File: config.mk
export PLATFORM = sky130hd
export DESIGN_NAME = rscc_top
export DESIGN_NICKNAME = d
export VERILOG_FILES = /design/src/rtl/rscc_pkg.sv /design/src/rtl/rscc_sync.sv /design/src/rtl/rscc_top.sv
export SDC_FILE = /design/constraint.sdc
export NUM_CORES = 1
export LEC_CHECK = 0
export BUFFER_PORTS_ARGS = -buffer_cell sky130_fd_sc_hd__buf_2
export CAP_MARGIN = 5
export CORE_ASPECT_RATIO = 1.75
export CORE_UTILIZATION = 40
export DETAILED_ROUTE_END_ITERATION = 10
export HOLD_SLACK_MARGIN = 0.1
export PLACE_DENSITY = 0.74
export SLEW_MARGIN = 20
export SYNTH_ARGS = -nofsm -noshare
export SYNTH_HDL_FRONTEND = slang
export SYNTH_SLANG_ARGS = --single-unit
File: constraint.sdc
create_clock -name core_clk_i -period 1.9 [get_ports core_clk_i]
set_input_delay 0.19 -clock core_clk_i [delete_from_list [all_inputs] [get_ports core_clk_i]]
set_output_delay 0.19 -clock core_clk_i [all_outputs]
set_load 0.01 [all_outputs]
File: src/rtl/rscc_pkg.sv
// Purpose: Shared constants and types for reset strap configuration capture
// Assumes: Straps are pin levels, asynchronous to core_clk_i
// Notes:   Reset values are the documented defaults
package rscc_pkg;

  // Boot select codes
  localparam logic [1:0] RSCC_BOOT_HOST   = 2'h0;
  localparam logic [1:0] RSCC_BOOT_ROM8   = 2'h1;
  localparam logic [1:0] RSCC_BOOT_ROM16  = 2'h2;
  localparam logic [1:0] RSCC_BOOT_ROM32  = 2'h3;

  // Debug mode codes
  localparam logic [1:0] RSCC_DBG_SCAN    = 2'h0;
  localparam logic [1:0] RSCC_DBG_RSVD    = 2'h1;
  localparam logic [1:0] RSCC_DBG_EMU     = 2'h3;

  // Values held before the first capture
  localparam logic       RSCC_RST_BYTE_ORDER = 1'h1;
  localparam logic       RSCC_RST_LANE_CORR  = 1'h1;
  localparam logic [1:0] RSCC_RST_BOOT       = 2'h1;
  localparam logic       RSCC_RST_CLK_SRC    = 1'h1;
  localparam logic [1:0] RSCC_RST_DEBUG      = 2'h3;

  // Strap positions on the host data pins
  localparam int unsigned RSCC_BYTE_ORDER_POS = 8;
  localparam int unsigned RSCC_LANE_CORR_POS  = 12;
  localparam int unsigned RSCC_BOOT_POS       = 3;

  // Synchroniser depth
  localparam int unsigned RSCC_SYNC_STAGES = 2;

  // Core clock multipliers
  localparam logic [2:0] RSCC_MULT_X1 = 3'h1;
  localparam logic [2:0] RSCC_MULT_X4 = 3'h4;

  // Boot space widths in bits
  localparam logic [5:0] RSCC_WIDTH_8  = 6'h08;
  localparam logic [5:0] RSCC_WIDTH_16 = 6'h10;
  localparam logic [5:0] RSCC_WIDTH_32 = 6'h20;

  typedef struct packed {
    logic       byte_order_strap;
    logic       lane_correction_strap;
    logic [1:0] boot_select_strap;
    logic       clock_source_strap;
    logic [1:0] debug_mode_pins;
  } rscc_straps_t;

  localparam rscc_straps_t RSCC_RST_STRAPS = '{RSCC_RST_BYTE_ORDER, RSCC_RST_LANE_CORR, RSCC_RST_BOOT,
                                               RSCC_RST_CLK_SRC, RSCC_RST_DEBUG};

  localparam int unsigned RSCC_STRAP_W = 7;

  typedef enum logic [1:0] {
    RSCC_LANE_LOW,
    RSCC_LANE_HIGH
  } rscc_lane_t;

endpackage

File: src/rtl/rscc_sync.sv
// Purpose: Two-flop synchroniser for a strap bus
// Assumes: Input is asynchronous to core_clk_i
// Notes:   First stage feeds only the second
`timescale 1ns/10ps
module rscc_sync
  import rscc_pkg::*;
#(
  parameter int unsigned W = 1
) (
  input  wire logic         core_clk_i,
  input  wire logic         rstn_i,
  input  wire logic [W-1:0] async_i,
  input  wire logic [W-1:0] reset_val_i,
  output logic      [W-1:0] sync_o
);

  logic [W-1:0] meta;
  logic [W-1:0] stage;
  logic [W-1:0] next_meta;
  logic [W-1:0] next_stage;

  always_comb begin
    next_meta  = async_i;
    next_stage = meta;
  end

  always_ff @(posedge core_clk_i or negedge rstn_i) begin
    if (!rstn_i) begin
      meta  <= '0;
      stage <= '0;
    end else begin
      meta  <= next_meta;
      stage <= next_stage;
    end
  end

  // Reset value unused here: stage is gated by the caller
  assign sync_o = stage;

endmodule

File: src/rtl/rscc_top.sv
// Purpose: Capture configuration straps in the first edges after reset release, hold them after
// Assumes: rstn_i is the device reset; straps held steady throughout reset
// Notes:   Decoded settings come from flops and stay frozen until next reset
`timescale 1ns/10ps
module rscc_top
  import rscc_pkg::*;
#(
  parameter bit PROG_CLOCK = 1'b0
) (
  input  wire logic         core_clk_i,
  input  wire logic         rstn_i,
  input  wire logic [15:0]  host_port_data_pins_i,
  input  wire logic         clock_source_strap_i,
  input  wire logic [1:0]   debug_mode_pins_i,
  output logic              cfg_valid_o,
  output rscc_straps_t      straps_o,
  output logic              little_endian_o,
  output logic              narrow_lane_steering_o,
  output rscc_lane_t        narrow_lane_o,
  output logic              boot_from_host_o,
  output logic [5:0]        boot_space_select_o,
  output logic [2:0]        core_clk_mult_o,
  output logic              clock_strap_reserved_o,
  output logic              boundary_scan_o,
  output logic              emulation_o,
  output logic              debug_reserved_o,
  output logic              functional_en_o
);

  rscc_straps_t    raw;
  rscc_straps_t    synced;
  rscc_straps_t    held;
  rscc_straps_t    next_held;
  logic            captured;

  // Capture sequence: two edges fill the synchroniser, the third latches
  typedef enum logic [1:0] {
    RSCC_CAP_FILL_A,
    RSCC_CAP_FILL_B,
    RSCC_CAP_LATCH,
    RSCC_CAP_HELD
  } rscc_cap_state_t;

  rscc_cap_state_t state;
  rscc_cap_state_t next_state;

  // Byte order, lane and boot straps taken from host data pins; other bits ignored
  always_comb begin
    raw.byte_order_strap      = host_port_data_pins_i[RSCC_BYTE_ORDER_POS];
    raw.lane_correction_strap = host_port_data_pins_i[RSCC_LANE_CORR_POS];
    raw.boot_select_strap     = host_port_data_pins_i[RSCC_BOOT_POS +: 2];
    raw.clock_source_strap    = clock_source_strap_i;
    raw.debug_mode_pins       = debug_mode_pins_i;
  end

  rscc_sync #(
    .W (RSCC_STRAP_W)
  ) u_sync (
    .core_clk_i  (core_clk_i),
    .rstn_i      (rstn_i),
    .async_i     (raw),
    .reset_val_i (raw),
    .sync_o      (synced)
  );

  // Pin activity after the latch state is ignored until the next reset
  always_comb begin
    next_state = state;
    next_held  = held;
    case (state)
      RSCC_CAP_FILL_A: begin
        next_state = RSCC_CAP_FILL_B;
      end
      RSCC_CAP_FILL_B: begin
        next_state = RSCC_CAP_LATCH;
      end
      RSCC_CAP_LATCH: begin
        next_held  = synced;
        next_state = RSCC_CAP_HELD;
      end
      RSCC_CAP_HELD: begin
        next_state = RSCC_CAP_HELD;
      end
      default: begin
        next_state = RSCC_CAP_FILL_A;
      end
    endcase
  end

  assign captured = (state == RSCC_CAP_HELD);

  // Held straps keep their defaults until the latch state
  always_ff @(posedge core_clk_i or negedge rstn_i) begin
    if (!rstn_i) begin
      state <= RSCC_CAP_FILL_A;
      held  <= RSCC_RST_STRAPS;
    end else begin
      state <= next_state;
      held  <= next_held;
    end
  end

  function automatic logic [5:0] boot_width(input logic [1:0] code);
    case (code)
      RSCC_BOOT_ROM8:  boot_width = RSCC_WIDTH_8;
      RSCC_BOOT_ROM16: boot_width = RSCC_WIDTH_16;
      RSCC_BOOT_ROM32: boot_width = RSCC_WIDTH_32;
      default:         boot_width = RSCC_WIDTH_32;
    endcase
  endfunction

  // Decoded outputs, registered from the held straps
  logic         next_valid;
  logic         next_le;
  logic         next_steer;
  rscc_lane_t   next_lane;
  logic         next_boot_host;
  logic [5:0]   next_space;
  logic [2:0]   next_mult;
  logic         next_clk_rsvd;
  logic         next_scan;
  logic         next_emu;
  logic         next_dbg_rsvd;
  logic         next_func;

  always_comb begin
    next_le    = held.byte_order_strap;
    next_steer = held.lane_correction_strap;
    next_lane  = RSCC_LANE_LOW;
    if (held.lane_correction_strap && !held.byte_order_strap) begin
      next_lane = RSCC_LANE_HIGH;
    end
    next_boot_host = 1'b0;
    case (held.boot_select_strap)
      RSCC_BOOT_HOST: begin
        next_boot_host = 1'b1;
      end
      default: begin
        next_boot_host = 1'b0;
      end
    endcase
    next_space = boot_width(held.boot_select_strap);
    // Programmable-clock builds never multiply; strap 0 is only flagged
    if (PROG_CLOCK) begin
      next_mult     = RSCC_MULT_X1;
      next_clk_rsvd = !held.clock_source_strap;
    end else begin
      next_mult     = held.clock_source_strap ? RSCC_MULT_X4 : RSCC_MULT_X1;
      next_clk_rsvd = 1'b0;
    end
    next_scan     = 1'b0;
    next_emu      = 1'b0;
    next_dbg_rsvd = 1'b0;
    // Code 10 is undocumented and raises no flag
    case (held.debug_mode_pins)
      RSCC_DBG_SCAN: begin
        next_scan = 1'b1;
      end
      RSCC_DBG_EMU: begin
        next_emu = 1'b1;
      end
      RSCC_DBG_RSVD: begin
        next_dbg_rsvd = 1'b1;
      end
      default: begin
        next_scan = 1'b0;
      end
    endcase
    // Functional operation in scan and emulation alike
    next_func  = captured;
    next_valid = captured;
  end

  // Outputs trail the held straps by one edge

  always_ff @(posedge core_clk_i or negedge rstn_i) begin
    if (!rstn_i) begin
      cfg_valid_o            <= 1'b0;
      straps_o               <= RSCC_RST_STRAPS;
      little_endian_o        <= RSCC_RST_BYTE_ORDER;
      narrow_lane_steering_o <= RSCC_RST_LANE_CORR;
      narrow_lane_o          <= RSCC_LANE_LOW;
      boot_from_host_o       <= 1'b0;
      boot_space_select_o    <= RSCC_WIDTH_8;
      core_clk_mult_o        <= PROG_CLOCK ? RSCC_MULT_X1 : RSCC_MULT_X4;
      clock_strap_reserved_o <= 1'b0;
      boundary_scan_o        <= 1'b0;
      emulation_o            <= 1'b1;
      debug_reserved_o       <= 1'b0;
      functional_en_o        <= 1'b0;
    end else begin
      cfg_valid_o            <= next_valid;
      straps_o               <= held;
      little_endian_o        <= next_le;
      narrow_lane_steering_o <= next_steer;
      narrow_lane_o          <= next_lane;
      boot_from_host_o       <= next_boot_host;
      boot_space_select_o    <= next_space;
      core_clk_mult_o        <= next_mult;
      clock_strap_reserved_o <= next_clk_rsvd;
      boundary_scan_o        <= next_scan;
      emulation_o            <= next_emu;
      debug_reserved_o       <= next_dbg_rsvd;
      functional_en_o        <= next_func;
    end
  end

endmodule

==> run metrics, run 1 <==
status finished clean; Hold Buf Count CTS 8; Post-synth EDFFs 0; TNS Setup 0 ns; Pwr Density 967 nW/um^2; Power, Total 1.58 mW; Placed Instances 140; total setup buffers inserted after CTS 0; global-route wire length before repair 2530 um; Area Growth Syn to Fin 23.1%; Placeable Area approximately 3100 um^2; antenna cells 0; Clock Sinks 40; CTS resizes 0; synthesis-stage register bit count 40; crit share post-route between 60% and 70%; max cap viols 0; Die H 78.1 um; Finished Layout Cells 156; initial antenna violation count 0; WL/cell 10.3 um; HP Class reg -> reg; clock tree buffer depth 2; CTS Buf Count 5; CP startpoint kind register; Initial Utilization a little over two fifths; layout net count 136; Ys Warns 0; crit-path max FO 7; Slew @ Worst Pin 0.847 ns; final hold violation count 0; TritonCTS clock tree built; multi-input logic area 223 um^2; clock-pin slew of the registers on the worst-case setup and hold paths 0.07 ns; # fillers approximately 280; arrival time of the worst setup path 1.33 ns; minimum clock period 1.16 ns; final slew viol count 0; clock latency on the worst-skew pair about 0.28 ns; Antenna Nets Post-Route 0; top-count cell post-synth dfrtp_1; most instantiated cells after synthesis dfrtp_1 (26), dfstp_2 (14), buf_4 (10); GP Congestion 0.654; prevailing post-synth register cell dfrtp_1; largest net degree at the start of global routing 41; htree depth 2; Worst slew margin 43.5%; share of the synthesized area in the top cell type 49.1%; drt pass-1 iters 2; Routed WL 1600 um; Crit. End Element register; Final Skew 0.00576 ns; Crit path required time 2.07 ns; Post-synth ARST share 100%; Via density around 4; site row count 27; number of port buffers 29; vias in the first global route 574; fmax 863 MHz; Mapped Cells 74; CTS Root Cell clkbuf_8; P_leak 0.780 nW; Synth area leaders dfrtp_1 (49%), dfstp_2 (28%), mux2_4 (7.9%), buf_4 (5.7%), ha_1 (2.8%); I/O pins 48; share of cells above drive strength 1 53.1%; drt drc 0; Yosys cell types 15; 1st-iter DRT viols 9; via count roughly 620; final setup vio count 0; total grt overflow 0; Total GRT Usage 10.6%; Seq/Total Area, Yosys 76.9%; FF+latch area 1020 um^2; Synth Cell Area between 1000 and 1500 um^2; Die Wd 45.5 um; Yosys top cell by area dfrtp_1; VDD IR-drop max 0.000663 V; RSZ-0062 raised after global routing false; Syn Area/Cell 17.9 um^2; die area between 3000 and 4000 um^2; Critical Setup Path Class reg -> reg
[per-layer routing]
layer | up-vias | share of wire [%] | routed length (um) | global-route usage [%]
met5 | - | 0 | 0 | 0
met4 | 0 | 3.3 | 52 | 8.18
met3 | 5 | 5.3 | 84 | 5.52
met2 | 21 | 54 | 859 | 15.6
met1 | 305 | 38 | 602 | 10.8
li1 | 284 | - | - | -
[registers in the layout, summed over array words and instances (netlist names)]
| name | flops |
|---|---|
| debug_reserved_o | 1 |
| little_endian_o | 1 |
| held | 5 |
| functional_en_o | 1 |
| state | 2 |
| u_sync.meta | 7 |
| next_steer | 1 |
| boot_space_select_o | 3 |
| narrow_lane_o | 1 |
| straps_o | 4 |
| core_clk_mult_o | 2 |
| narrow_lane_steering_o | 1 |
| u_sync.sync_o | 7 |
| boundary_scan_o | 1 |
| next_le | 1 |
| boot_from_host_o | 1 |
| emulation_o | 1 |
[report_power, final]
group	switching [mW]	total, mW	internal [mW]
combinational	0.0491	0.0939	0.0447
clock	0.268	0.562	0.294
sequential	0.0158	0.920	0.904
[cells by family (layout without fill, tap and decap cells)]
logic type | after synthesis | count (layout) | synth area share (%)
flops | 40 | 40 | 76.9
buf+inv | 15 | 49 | 7.66
simple gates | 8 | 8 | 4.35
mux | 7 | 7 | 7.94
fa+ha+maj | 3 | 3 | 2.84
other cells | 1 | 6 | 0.283
[cell type report]
cell class / count / area share, %
clock buffer: 7 / 5.30
multi-input combinational: 24 / 13.7
timing repair buffer: 37 / 13.8
sequential: 40 / 62.5
clock inverter: 1 / 0.461
inverter: 4 / 0.922
tap: 43 / 3.30
[stage by stage]
| stage | hold WS [ns] | setup slack, ns | instance area [um^2] | utilization [%] |
|---|---|---|---|---|
| 2_1_floorplan | -0.106 | 0.845 | 1340 | - |
| 3_3_place_gp | 0.298 | 0.762 | 1460 | 46.3 |
| 3_5_place_dp | 0.299 | 0.748 | 1460 | 46.3 |
| 4_1_cts | 0.351 | 0.730 | 1630 | 51.9 |
| 5_1_grt | 0.359 | 0.648 | 1630 | 51.9 |
| 6_report | 0.348 | 0.741 | 1630 | 51.9 |
[worst max-delay path, cell delays in order (launching register included)]
cell	delay (ns)
dfrtp_1	0.42
nor2b_4	0.29
mux2_4	0.33
[final timing paths]
| check | cells after the start | startpoint | slack [ns] | to |
|---|---|---|---|---|
| hold reg to reg | 0 | u_sync.meta[3]$_DFF_PN0_ | 0.35 | u_sync.sync_o[3]$_DFF_PN0_ |
| min in group asynchronous | 2 | rstn_i | 0.55 | functional_en_o$_DFF_PN0_ |
| setup / recovery | 2 | state[0]$_DFF_PN0_ | 0.74 | held[4]$_DFFE_PN0N_ |
| max in group asynchronous | 2 | rstn_i | 0.81 | u_sync.sync_o[4]$_DFF_PN0_ |
| hold / removal | 0 | u_sync.meta[3]$_DFF_PN0_ | 0.35 | u_sync.sync_o[3]$_DFF_PN0_ |
| setup reg to reg | 2 | state[0]$_DFF_PN0_ | 0.74 | held[4]$_DFFE_PN0N_ |
[cell usage in the layout (no fill, tap or decap), drive strengths merged]
cell	instances
nor2b	3
conb	6
buf	29
and2	2
dfrtp	26
clkinvlp	1
dlygate4sd3	8
nor2	1
inv	4
dfstp	14
mux2	7
ha	3
or2b	1
clkbuf	7
or2	1
No activity file was read; power rests on OpenSTA's default activity.
==> run 2: changes to the inputs <==
Settings changed: ABC_AREA set to 1, PLACE_DENSITY 0.74 to 0.76.
Clock period 1.9 ns to 1 ns, I/O delays scaled along.
==> run metrics, run 2 <==
Seq/Total Area, Yosys 77.7% (+0.73 points); Crit path required time 0.90 ns (-1.17 ns); Finished Layout Cells 178 (+14%); share of the synthesized area in the top cell type 49.6% (+0.47 points); Die Wd 45.3 um (-0.45%); Ys Warns 0 (unchanged); Placed Instances 162 (+16%); htree depth 2 (unchanged); multi-input logic area 185 um^2 (-17%); crit-path max FO 2 (-5); Crit. End Element primary output; TNS Setup -0.177 ns (-0.177 ns); prevailing post-synth register cell dfrtp_1; commonest non-fill, non-tap cell in the layout dfrtp_1; drt pass-1 iters 4 (+2); share of cells above drive strength 1 40.0% (-13 points); clock-pin slew of the registers on the worst-case setup and hold paths 0.07 ns (about the same); Critical Setup Path Class reg -> out; most frequent cells in the layout dfrtp_1 (26), buf_2 (22), nand2_1 (18); drt drc 0 (unchanged); CP startpoint kind register; RSZ-0062 raised after global routing true; Synth area leaders dfrtp_1 (50%), dfstp_2 (28%), buf_4 (5.7%), nand2_1 (5.2%), ha_1 (2.9%); peak per-stage delay on the critical path 0.55 ns (+0.13 ns); Yosys top cell by area dfrtp_1; global-route wire length before repair 2720 um (+7.3%); via count 698 (+13%); die area 3520 um^2 (-0.91%); final setup vio count 10 (+10); GP Congestion 0.668 (+2.1%); worst path buffer plus inverter count 1 (+1); Mapped Cells 94 (+27%); Antenna Nets Post-Route 0 (unchanged); CP cell instances buf_6; I/O pins 48 (unchanged); largest net degree at the start of global routing 41 (unchanged); CP max stage cell dfstp_2; Crit path max-delay family flip-flops; Total GRT Usage 11.5% (+0.91 points); failing checks negative setup slack; detailed placement HPWL 1100 um; max cap viols 0 (unchanged); Area Growth Syn to Fin 27.6%; HP Class in -> async; Post-synth ARST share 100% (unchanged); Clock Sinks 40 (unchanged); Placeable Area 3140 um^2 (unchanged); Initial Utilization 41.7% (-0.40 points); VDD IR-drop max 0.00117 V (+77%); FF+latch area 1020 um^2 (unchanged); worst setup margin -0.0297 ns (-0.771 ns); fmax ~1000 MHz; TritonCTS clock tree built; P_leak 0.844 nW (+8.3%); Pwr Density 1750 nW/um^2 (+80%); clock latency on the worst-skew pair 0.29 ns (about the same); final hold violation count 0 (unchanged); vias in the first global route 641 (+12%); clock tree buffer depth 2 (unchanged); Yosys cell types 12 (-3); final slew viol count 0 (unchanged); Final Skew 0.00755 ns (+0.00179 ns); Post-synth EDFFs 0 (unchanged); CTS Root Cell clkbuf_8; site row count 27 (unchanged); Syn Area/Cell 13.9 um^2 (-22%); antenna cells 0 (unchanged); CTS Buf Count 5 (unchanged); Power, Total 2.92 mW (+85%); most instantiated cells after synthesis dfrtp_1 (26), nand2_1 (18), dfstp_2 (14); Die H 77.7 um (-0.46%); Via density 3.92 (-0.53%); number of port buffers 29 (unchanged); top-count cell post-synth dfrtp_1; crit share post-route 103%; 1st-iter DRT viols 9 (unchanged); # fillers 273 (-3.9%); layout net count 158 (+16%); minimum clock period 1.03 ns; total grt overflow 0 (unchanged); initial antenna violation count 0 (unchanged); status finished, violations left; WL/cell 8.92 um (-13%); arrival time of the worst setup path 0.93 ns (-0.40 ns); Routed WL 1590 um (-0.75%); synthesis-stage register bit count 40 (unchanged); total setup buffers inserted after CTS 0 (unchanged); Synth Cell Area 1310 um^2 (-0.95%)
==> run 2: changes by cell type after synthesis, sizes merged, moves of 2 or more <==
| cell | change |
|---|---|
| nand2 | +19 |
| and2 | -2 |
| inv | +6 |
| nor2b | -3 |
| nand3 | +7 |
| nor2 | +2 |
| mux2 | -7 |
==> run 2: cells by family after synthesis <==
group	count (synthesis)	share of synthesized area [%]
simple gates	29	9.54
other cells	1	0.286
fa+ha+maj	3	2.86
flops	40	77.7
buf+inv	21	9.64
==> run 2: stage by stage <==
step           setup WS (ns)  cell area, um^2  utilization [%]  hold WS (ns)
2_1_floorplan         0.0202             1330                -        -0.196
3_3_place_gp          0.0433             1470             46.7        0.0702
3_5_place_dp         0.00795             1470             46.7        0.0767
4_1_cts              -0.0341             1660             52.8         0.298
5_1_grt              -0.0703             1670             53.2         0.313
6_report             -0.0297             1670             53.2         0.302
==> run 2: power by group <==
group / internal, mW / switching (mW)
Combinational: 0.0981 / 0.0991
Sequential: 1.72 / 0.0321
Clock: 0.488 / 0.484
Total: 2.31 / 0.615
==> run 2: worst paths after layout <==
| check | slack (ns) | to | start | cells after the start |
|---|---|---|---|---|
| setup / recovery | -0.03 | core_clk_mult_o[2] | core_clk_mult_o[2]$_DFF_PN1_ | 1 |
| hold / removal | 0.30 | u_sync.sync_o[0]$_DFF_PN0_ | rstn_i | 3 |
| setup reg to reg | 0.03 | boot_space_select_o[5]$_DFF_PN0_ | held[3]$_DFFE_PN1N_ | 3 |
| hold reg to reg | 0.35 | u_sync.sync_o[2]$_DFF_PN0_ | u_sync.meta[2]$_DFF_PN0_ | 0 |
| max in group asynchronous | 0.44 | held[3]$_DFFE_PN1N_ | rstn_i | 3 |
| min in group core_clk_i | 0.35 | u_sync.sync_o[2]$_DFF_PN0_ | u_sync.meta[2]$_DFF_PN0_ | 0 |
==> run 2: metal layers <==
layer	wire length, um	share of wire, %	track usage (%)	up-vias
met3	117	7.4	6.98	4
met1	563	35	11.3	322
met4	31	2.0	7.27	0
met2	874	55	17.5	27
li1	-	-	-	345
met5	0	0	0	-
==> run 2: worst min-delay path, delay by kind of cell <==
kind	cells	cell delay (ns)
buffers and inverters	3	0.86
==> run 2: layout make-up <==
| cell class | count | share of cell area [%] |
|---|---|---|
| clock inverter | 1 | 0.299 |
| multi-input combinational | 38 | 11.1 |
| tap | 43 | 3.22 |
| clock buffer | 7 | 4.56 |
| sequential | 40 | 60.9 |
| timing repair buffer | 39 | 17.7 |
| inverter | 10 | 2.24 |
==> run 2: repair_timing <==
action,4_1_cts,5_1_grt
endpoints found under the hold margin,47,0
pin swaps,0,1
gates resized for setup,5,3
hold buffers,8,0
endpoints found under the setup margin,11,12
